### src/design/sram_host_defs.vh
`ifndef SRAM_HOST_DEFS_VH
`define SRAM_HOST_DEFS_VH

// ==========================================================
// Clock and pin timing, in ns
`define CLK_PERIOD_NS 5
`define READ_CYCLE_MIN_NS 70
`define ADDR_TO_DATA_DELAY_NS 70
`define OUTPUT_ENABLE_TO_DATA_DELAY_NS 35
`define DATA_HOLD_FROM_ADDR_NS 5
`define WRITE_DATA_SETUP_NS 30
`define WRITE_DATA_HOLD_NS 0
`define ADDR_SETUP_TO_WRITE_END_NS 60
`define ADDR_SETUP_TO_WRITE_START_NS 0
`define ADDR_HOLD_AFTER_WRITE_NS 0
`define STROBE_TO_FLOAT_DELAY_NS 25
`define STROBE_PULSE_MIN_NS 50
`define WRITE_CYCLE_MIN_NS 70

// ==========================================================
// Cycle counts, least times rounded up
`define CYC_UP(ns) (((ns) + `CLK_PERIOD_NS - 1) / `CLK_PERIOD_NS)
`define READ_CYC `CYC_UP(`READ_CYCLE_MIN_NS)
`define ACCESS_CYC `CYC_UP(`ADDR_TO_DATA_DELAY_NS)
`define STROBE_SUM_NS (`WRITE_DATA_SETUP_NS + `STROBE_TO_FLOAT_DELAY_NS)
`define STROBE_CYC `CYC_UP(`STROBE_SUM_NS)
`define WRITE_CYC `CYC_UP(`WRITE_CYCLE_MIN_NS)
`define ADDR_END_CYC `CYC_UP(`ADDR_SETUP_TO_WRITE_END_NS)
`define PULSE_CYC `CYC_UP(`STROBE_PULSE_MIN_NS)

`endif

### src/design/sram_host.v
`include "sram_host_defs.vh"

module sram_host #(
	parameter ADDR_W = 17,
	parameter DATA_W = 8,
	parameter READ_CYC = `READ_CYC,
	parameter ACCESS_CYC = `ACCESS_CYC,
	parameter STROBE_CYC = `STROBE_CYC,
	parameter WRITE_CYC = `WRITE_CYC
) (
	input wire core_clk, // 200 MHz clock
	input wire sys_rst, // Async reset, high
	input wire clk_en, // Freezes all state when low
	input wire req_valid, // Request offered
	output wire req_ready, // Request taken this cycle
	input wire req_write, // 1 write, 0 read
	input wire [ADDR_W-1:0] req_addr, // Byte address
	input wire [DATA_W-1:0] req_wdata, // Write byte
	output reg [DATA_W-1:0] rd_data_ff, // Read byte
	output reg rd_valid_ff, // One-cycle read return
	output reg wr_done_ff, // One-cycle write done
	output reg [ADDR_W-1:0] addr_ff, // Address pins
	output reg select_low_active_n_ff, // Low-active select
	output reg select_high_active_ff, // High-active select
	output reg output_enable_n_ff, // Output enable, low active
	output reg write_strobe_n_ff, // Write strobe, low active
	input wire [DATA_W-1:0] data_bus_pins_in, // Data pins in
	output reg [DATA_W-1:0] data_bus_pins_out_ff, // Data pins out
	output reg data_bus_pins_oe_ff // High while driving data
);

// ==========================================================
// States
localparam [4:0] ST_IDLE = 5'h01;
localparam [4:0] ST_RD = 5'h02;
localparam [4:0] ST_WR = 5'h04;
localparam [4:0] ST_WEND = 5'h08;
localparam [4:0] ST_REC = 5'h10;

reg [4:0] state_ff;
reg [4:0] nxt_state;
reg [7:0] cnt_ff;
reg [7:0] nxt_cnt;

// ==========================================================
// Count helpers
function integer max_of;
	input integer a;
	input integer b;
	begin
		max_of = (a > b) ? a : b;
	end
endfunction

// Counter value seen on the edge that closes a span of n cycles
function [7:0] last_of;
	input integer n;
	integer t;
	begin
		t = n - 1;
		last_of = t[7:0];
	end
endfunction

// ==========================================================
// Spans
// Write low time must also cover address set-up to write end and least pulse
localparam integer AW_CYC = `ADDR_END_CYC;
localparam integer PW_CYC = `PULSE_CYC;
localparam integer RD_SPAN = max_of(READ_CYC, ACCESS_CYC);
localparam integer WR_SPAN = max_of(max_of(STROBE_CYC, AW_CYC), PW_CYC);
localparam [7:0] RD_LAST = last_of(RD_SPAN);
localparam [7:0] WR_LAST = last_of(WR_SPAN);
localparam [7:0] REC_LAST = last_of(WRITE_CYC);

wire rd_end;
wire wr_end;
wire rec_end;

assign rd_end = (cnt_ff == RD_LAST);
assign wr_end = (cnt_ff == WR_LAST);
assign rec_end = (cnt_ff >= REC_LAST);

// ==========================================================
// Request side
// A frozen block takes nothing, so no request is lost
assign req_ready = clk_en && (state_ff == ST_IDLE);

always @* begin
	nxt_state = state_ff;
	nxt_cnt = cnt_ff;
	case (state_ff)
		ST_IDLE: begin
			nxt_cnt = 8'h00;
			if (req_valid)
				nxt_state = req_write ? ST_WR : ST_RD;
		end
		ST_RD: begin
			nxt_cnt = cnt_ff + 8'h01;
			if (rd_end)
				nxt_state = ST_IDLE;
		end
		ST_WR: begin
			nxt_cnt = cnt_ff + 8'h01;
			if (wr_end)
				nxt_state = ST_WEND;
		end
		ST_WEND: begin
			nxt_cnt = cnt_ff + 8'h01;
			nxt_state = ST_REC;
		end
		ST_REC: begin
			nxt_cnt = cnt_ff + 8'h01;
			// Recovery stretches the write to the full cycle time
			if (rec_end)
				nxt_state = ST_IDLE;
		end
		default: begin
			nxt_state = ST_IDLE;
			nxt_cnt = 8'h00;
		end
	endcase
end

// ==========================================================
// Pin sequencing
always @(posedge core_clk or posedge sys_rst) begin
	if (sys_rst) begin
		state_ff <= ST_IDLE;
		cnt_ff <= 8'h00;
		addr_ff <= {ADDR_W{1'b0}};
		select_low_active_n_ff <= 1'b1;
		select_high_active_ff <= 1'b0;
		output_enable_n_ff <= 1'b1;
		write_strobe_n_ff <= 1'b1;
		data_bus_pins_out_ff <= {DATA_W{1'b0}};
		data_bus_pins_oe_ff <= 1'b0;
	end else if (clk_en) begin
		state_ff <= nxt_state;
		cnt_ff <= nxt_cnt;
		case (state_ff)
			ST_IDLE: begin
				if (req_valid) begin
					// Address and selects in one edge: address never late
					addr_ff <= req_addr;
					select_low_active_n_ff <= 1'b0;
					select_high_active_ff <= 1'b1;
					if (req_write) begin
						output_enable_n_ff <= 1'b1;
						write_strobe_n_ff <= 1'b0;
						data_bus_pins_out_ff <= req_wdata;
						data_bus_pins_oe_ff <= 1'b1;
					end else begin
						output_enable_n_ff <= 1'b0;
						write_strobe_n_ff <= 1'b1;
					end
				end
			end
			ST_RD: begin
				// Pins let go on the same edge that takes the data
				if (rd_end) begin
					output_enable_n_ff <= 1'b1;
					select_low_active_n_ff <= 1'b1;
					select_high_active_ff <= 1'b0;
				end
			end
			ST_WR: begin
				// Strobe alone ends the write; selects and address stay put
				if (wr_end)
					write_strobe_n_ff <= 1'b1;
			end
			ST_WEND: begin
				// Selects drop one cycle after strobe, never together with it
				data_bus_pins_oe_ff <= 1'b0;
				select_low_active_n_ff <= 1'b1;
				select_high_active_ff <= 1'b0;
			end
			default: begin
				write_strobe_n_ff <= 1'b1;
			end
		endcase
	end
end

// ==========================================================
// Returns to the requester
always @(posedge core_clk or posedge sys_rst) begin
	if (sys_rst) begin
		rd_data_ff <= {DATA_W{1'b0}};
		rd_valid_ff <= 1'b0;
		wr_done_ff <= 1'b0;
	end else if (clk_en) begin
		rd_valid_ff <= 1'b0;
		wr_done_ff <= 1'b0;
		// Sample while address still held, so hold time is not relied on
		if ((state_ff == ST_RD) && rd_end) begin
			rd_data_ff <= data_bus_pins_in;
			rd_valid_ff <= 1'b1;
		end
		// Pulse once the whole write cycle has run out
		if ((state_ff == ST_REC) && rec_end)
			wr_done_ff <= 1'b1;
	end
end

endmodule

### config.mk
export PLATFORM = sky130hd
export DESIGN_NAME = sram_host
export DESIGN_NICKNAME = d
export VERILOG_FILES = /design/src/design/sram_host.v
export VERILOG_INCLUDE_DIRS = /design/src /design/src/design
export SDC_FILE = /design/constraint.sdc
export NUM_CORES = 1
export LEC_CHECK = 0
export BUFFER_PORTS_ARGS = -buffer_cell sky130_fd_sc_hd__buf_2
export CORE_UTILIZATION = 28
export CTS_CLUSTER_SIZE = 8
export DETAILED_ROUTE_END_ITERATION = 12
export PLACE_DENSITY = 0.49
export SYNTH_ARGS = -nofsm -noshare
export SYNTH_HDL_FRONTEND = slang
export SYNTH_SLANG_ARGS = --single-unit
export TNS_END_PERCENT = 10
### constraint.sdc
create_clock -name core_clk -period 2.1 [get_ports core_clk]
set_input_delay 0 -clock core_clk [delete_from_list [all_inputs] [get_ports core_clk]]
set_output_delay 0 -clock core_clk [all_outputs]
set_load 0.01 [all_outputs]
==> results_dict.tcl, run 1 <==
set metrics [dict create \
    powerDensity_nw_per_um2 1071 \
    endpoint_kind "register" \
    finalSetupViolCount 0 \
    portBuffers 78 \
    row_count 33 \
    drv_cap 0 \
    switching_power_w 0.001276 \
    vias 1910 \
    design_power_total_w 0.003720 \
    drive_gt1_share_pct 48.11 \
    syn_inst 188 \
    clk_path_buf_depth 2 \
    root_buffer "clkbuf_8" \
    worstPathArrival_ns 2.20 \
    async_reset_ff_share_pct 100.0 \
    synth_area_leader_cell "dfrtp_1" \
    synth_cell_types 48 \
    grt_pass1_vias 1932 \
    ir_drop_mv 0.5741 \
    ios 79 \
    final_antenna_net_count 0 \
    slew_violations 0 \
    antenna_found_initial 0 \
    syn_avg_cell_area_sq_um 12.84 \
    drt_pre_antenna_iters 4 \
    internal_power_w 0.002444 \
    worst_pin_slew_ns 0.4553 \
    gp_congestion 0.7895 \
    htree_levels 2 \
    cts_setup_buffers 0 \
    fmax_mhz 501.1 \
    detail_route.wl_per_cell_microns 12.72 \
    dominantRegCellSynth "dfrtp_1" \
    synth_warnings 0 \
    core-area_sq_um 8299 \
    instances_no_fill 423 \
    pwr-share-clk_pct 16.0 \
    final_area_sq_um 3472 \
    numCtsBuffers 5 \
    slew_headroom_pct 69.51 \
    die-area_sq_um 8996 \
    diodes 0 \
    synth_edf_count 0 \
    netlist_top_cells_area "dfrtp_1 (51%), mux2_2 (13%), mux2_4 (5.0%), dfstp_2 (4.4%), nor2_1 (1.9%)" \
    synth_nets 229 \
    grt.overflow.total 0 \
    tns_ns 0 \
    critPathMaxFanout 10 \
    drt_iter0_markers 66 \
    finalWirelength_microns 5380 \
    die_x_microns 94.85 \
    clkTransAtPathRegs_ns 0.10 \
    crit_type "register to register" \
    hold_viol_final 0 \
    start_kind "register" \
    hold_class "primary input to register" \
    combPwrFrac_pct 42.7 \
    synth_most_common_cell "dfrtp_1" \
    start_util_pct 29.08 \
    seq_power_share_pct 41.4 \
    synth-seq-cells 53 \
    tritoncts "done" \
    grt_use_total_pct 13.17 \
    cts.sinks 53 \
    areaGrowthSynthToFinish_pct 43.86 \
    nets 358 \
    swShare_pct 34.30 \
    placed_cell_area_sq_um 3018 \
    seq_area_frac_synth_pct 55.16 \
    skew_ns 0.01087 \
    via_per_inst 4.515 \
    synth_top_area_share_pct 50.80 \
    hpwl_microns 3782 \
    syn_area_sq_um 2414 \
    grt_max_degree 21 \
    status "completed" \
    leakagePower_nw 1.734 \
    min_period_ns 1.995 \
    required_ns 2.30 \
    placedCellCount 380 \
    finalCritPeriodShare_pct 95.02 \
    drc 0 \
    clock_latency_ns 0.31 \
    die_h_microns 94.85 \
    ys_top_cells_by_count "dfrtp_1 (49), mux2_2 (27), nor2_1 (12), inv_1 (9)" \
    grt_pass1_wl_microns 9080 \
]
## cells by family after synthesis
kind of cell             Yosys count  share of synthesized area, %
AO/OA/AOI/OAI                     27                         8.399
XOR/XNOR                           6                         2.177
adder cells (fa/ha/maj)            3                         1.555
buffers and inverters             17                         3.266
flip-flops                        53                         55.16
multiplexers                      36                         17.99
AND/OR/NAND/NOR                   46                         11.46
## cells in the final DEF (no fill, tap or decap), types with 2 or more instances in the layout
cell	synthesis	layout
a21oi_1	4	4
a31oi_1	2	2
and3_1	2	2
and4_1	2	2
buf_2	0	78
buf_4	2	17
clkbuf_8	0	5
dfrtp_1	49	49
dfstp_2	4	4
dlygate4sd3_1	0	35
ha_1	3	3
inv_1	9	8
mux2_2	27	27
mux2_4	8	8
nand2_1	8	8
nand3_1	4	4
nand3b_1	2	2
nor2_1	12	12
nor2b_1	2	2
nor3_1	2	2
o21ai_0	7	7
o31ai_1	2	2
xnor2_1	2	2
xor2_1	4	4
## per-layer routing
metal | vias to the layer above | global-route usage (%) | part of all wire, %
li1 | 925 | - | -
met1 | 933 | 16.62 | 44
met2 | 45 | 22.48 | 51
met3 | 7 | 2.415 | 3.4
met4 | 0 | 4.545 | 1.6
met5 | - | 0 | 0
## power groups by stage
stage	Combinational [W]	Clock (W)	Sequential (W)
5_1_grt	0.00174	0.000663	0.00158
6_report	0.00159	0.000594	0.00154
3_5_place_dp	0.00153	0	0.00155
3_3_place_gp	0.00153	0	0.00155
2_1_floorplan	0.000842	0	0.00169
4_1_cts	0.00158	0.000633	0.00154
## worst paths after layout
| check | end | depth (start not counted) | start | slack, ns |
|---|---|---|---|---|
| worst max register to register | data_bus_pins_out_ff[1]$_DFFE_PP0P_ | 5 | state_ff[1]$_DFFE_PP0P_ | 0.10 |
| worst min register to register | addr_ff[12]$_DFFE_PP0P_ | 1 | addr_ff[12]$_DFFE_PP0P_ | 0.51 |
| max in group asynchronous | output_enable_n_ff$_DFFE_PP1P_ | 4 | sys_rst | 1.19 |
| worst max-delay path | data_bus_pins_out_ff[1]$_DFFE_PP0P_ | 5 | state_ff[1]$_DFFE_PP0P_ | 0.10 |
| worst min-delay path | cnt_ff[0]$_DFFE_PP0P_ | 2 | clk_en | 0.05 |
| min in group asynchronous | data_bus_pins_oe_ff$_DFFE_PP0P_ | 3 | sys_rst | 0.22 |
## per-stage QoR
| stage | utilization (%) | hold slack (ns) | setup WS, ns |
|---|---|---|---|
| after floorplan | - | 0.09996 | 0.03623 |
| after global placement | 36.36 | 0.02949 | 0.05792 |
| after detailed placement | 36.36 | 0.03295 | 0.04241 |
| after CTS | 41.67 | 0.04318 | 0.03106 |
| after global routing | 41.84 | 0.05605 | -0.001127 |
| final | 41.84 | 0.04903 | 0.1045 |
## worst max-delay path, cell delays in order (launching register included)
cell and delay, ns:
dfrtp_1 0.40, or4b_4 0.53, a311o_1 0.38, o2111ai_4 0.17, nor2_8 0.11, mux2_4 0.31
## repair_timing
action	4_1_cts	5_1_grt
hold buffers	35	0
endpoints found under the setup margin	0	9
resized for setup	0	2
endpoints found under the hold margin	50	0
## registers in the layout (all words and copies together) (netlist names)
name                    flops
wr_done_ff                  1
state_ff                    5
addr_ff                    17
cnt_ff                      8
rd_valid_ff                 1
output_enable_n_ff          1
data_bus_pins_oe_ff         1
write_strobe_n_ff           1
rd_data_ff                  8
data_bus_pins_out_ff        8
select_low_active_n_ff      1
select_high_active_ff       1
## layout make-up
cell class	count	area, sq um
Tap cell	105	131.4
Multi-Input combinational cell	118	1017
Timing Repair Buffer	130	868.3
Fill cell	812	4827
Clock inverter	3	21.27
Clock buffer	5	68.82
Inverter	9	33.78
Sequential cell	53	1331
(Power assumes the default switching activity.)
==> run 2, diff against run 1 <==
==> constraint.sdc (replaced) <==
create_clock -name core_clk -period 1.65 [get_ports core_clk]
set_input_delay 0 -clock core_clk [delete_from_list [all_inputs] [get_ports core_clk]]
set_output_delay 0 -clock core_clk [all_outputs]
set_load 0.01 [all_outputs]
==> run 2 against run 1 <==
  * The run now ends with setup timing left
  * Largest cell class unchanged
  * Via count grew 3.8%
  * Register-to-register slack lost 0.43 ns
  * Sequential share of layout area shrank 3.5 points
  * Worst hold slack gained 0.015 ns
  * Largest power group unchanged
  * Die area is the same
  * Global-route usage grew 0.60 points
  * Sequential power grew 27%
==> results_dict.tcl, run 2 (synthesis gave the netlist of run 1 again) <==
set metrics [dict create \
    grt_pass1_vias 1997 \
    worstPathArrival_ns 2.18 \
    core-area_sq_um 8299 \
    numCtsBuffers 5 \
    cp_top_family "simple AND/OR/NAND/NOR gates" \
    internal_power_w 0.003607 \
    regToRegSetupSlack_ns -0.33 \
    path_buf_inv 0 \
    regMostFlops "addr_ff" \
    rr_startpoint "state_ff[1]$_DFFE_PP0P_" \
    ios 79 \
    worst_pin_slew_ns 0.4674 \
    status "finished with violations" \
    path_cells "or4b_4 -> a311o_1 -> o2111ai_4 -> nor2_8 -> mux2_4" \
    start_util_pct 29.08 \
    diodes 0 \
    grt_setup_unrepaired "yes" \
    leakagePower_nw 1.908 \
    combPwrFrac_pct 46.4 \
    die-area_sq_um 8996 \
    whs_ns 0.06362 \
    clkTransAtPathRegs_ns 0.09 \
    layout.cells.most_common "buf_2" \
    antenna_found_initial 0 \
    final.setup.worst_slack_ns -0.3294 \
    powerDensity_nw_per_um2 1408 \
    fmax_mhz 505.2 \
    portBuffers 78 \
    slew_headroom_pct 68.80 \
    endpoint_kind "register" \
    largest_reg_flops 17 \
    drv_cap 0 \
    pwr-share-clk_pct 17.2 \
    grt.overflow.total 0 \
    start_kind "register" \
    slowest_delay_ns 0.53 \
    violations "setup timing" \
    gp_congestion 0.7897 \
    hold_class "primary input to register" \
    design_power_total_w 0.005381 \
    slew_violations 0 \
    tritoncts "done" \
    finalCritPeriodShare_pct 120.0 \
    crit_type "register to register" \
    die_h_microns 94.85 \
    critPathMaxFanout 6 \
    switching_power_w 0.001774 \
    final_antenna_net_count 0 \
    swShare_pct 32.96 \
    drt_iter0_markers 47 \
    nets 384 \
    finalWirelength_microns 5821 \
    clock_latency_ns 0.30 \
    clk_path_buf_depth 2 \
    min_period_ns 1.979 \
    skew_ns 0.004261 \
    instances_no_fill 449 \
    seq_power_share_pct 36.4 \
    vias 1982 \
    reg2reg_depth 5 \
    worstHoldStart "clk_en" \
    mostFrequentLayoutCells "buf_2 (77), dfrtp_1 (49), buf_4 (39)" \
    via_per_inst 4.414 \
    grt_max_degree 34 \
    required_ns 1.85 \
    drive_gt1_share_pct 55.81 \
    grt_use_total_pct 13.77 \
    drc 0 \
    die_x_microns 94.85 \
    detail_route.wl_per_cell_microns 12.96 \
    finalSetupViolCount 45 \
    hold_depth 3 \
    rr_endpoint "data_bus_pins_out_ff[0]$_DFFE_PP0P_" \
    drt_pre_antenna_iters 4 \
    hold_viol_final 0 \
    hold-path-endpoint "cnt_ff[0]$_DFFE_PP0P_" \
    row_count 33 \
    htree_levels 2 \
    placedCellCount 401 \
    slowest_stage "or4b_4" \
    root_buffer "clkbuf_8" \
    grt_pass1_wl_microns 9473 \
    hpwl_microns 3955 \
    areaGrowthSynthToFinish_pct 58.32 \
    ir_drop_mv 0.6831 \
    cts.sinks 53 \
]
-- run 2: power by group through the flow --
stage	sequential [W]	combinational [W]	clock (W)
after detailed placement	0.00196	0.00221	0
after CTS	0.00196	0.00240	0.000966
after global placement	0.00197	0.00219	0
final	0.00196	0.00250	0.000925
after global routing	0.00201	0.00271	0.00101
after floorplan	0.00214	0.00107	0
-- run 2: layout make-up --
class,count,area (sq um)
fill,765,4478
sequential,53,1331
multi-input combinational,119,1117
timing repair buffer,155,1091
tap,105,131.4
clock buffer,7,86.33
inverter,9,33.78
clock inverter,1,30.03
-- run 2: worst max path at each step --
| stage | startpoint | to | slack (ns) | cells after the start |
|---|---|---|---|---|
| finish | state_ff[1]$_DFFE_PP0P_ | data_bus_pins_out_ff[0]$_DFFE_PP0P_ | -0.33 | 5 |
| global route | cnt_ff[7]$_DFFE_PP0P_ | data_bus_pins_out_ff[2]$_DFFE_PP0P_ | -0.40 | 5 |
| CTS | state_ff[1]$_DFFE_PP0P_ | data_bus_pins_out_ff[0]$_DFFE_PP0P_ | -0.34 | 5 |
| detailed placement | cnt_ff[1]$_DFFE_PP0P_ | data_bus_pins_out_ff[5]$_DFFE_PP0P_ | -0.39 | 7 |
| global placement | cnt_ff[0]$_DFFE_PP0P_ | data_bus_pins_out_ff[0]$_DFFE_PP0P_ | -0.34 | 7 |
| floorplan | state_ff[3]$_DFFE_PP0P_ | data_bus_pins_out_ff[0]$_DFFE_PP0P_ | -0.35 | 6 |
-- run 2: routing by layer --
layer / global-route usage, % / wire (microns)
met1: 17.54 / 2589
met2: 23.44 / 2929
met3: 2.415 / 220
met4: 4.672 / 82
met5: 0 / 0
-- run 2: metrics by stage --
stage | TNS [ns] | setup WS, ns | utilization (%) | area (sq um)
after floorplan | -10.23 | -0.3460 | - | 2414
after global placement | -10.14 | -0.3382 | 38.56 | 3201
after detailed placement | -9.842 | -0.3895 | 38.56 | 3201
after CTS | -6.715 | -0.3376 | 45.24 | 3755
after global routing | -9.780 | -0.4032 | 46.04 | 3821
final | -6.089 | -0.3294 | 46.04 | 3821
-- run 2: tightest hold or removal path, stage by stage --
cell	delay, ns
buf_2	0.09
buf_4	0.16
mux2i_1	0.08
-- run 2: timing repair --
action,4_1_cts,5_1_grt
setup endpoints to repair,51,52
cloned,1,0
gates resized for setup,13,13
hold endpoints to repair,52,0
buffers inserted,2,2
hold buffers,35,0
pin swaps,4,5
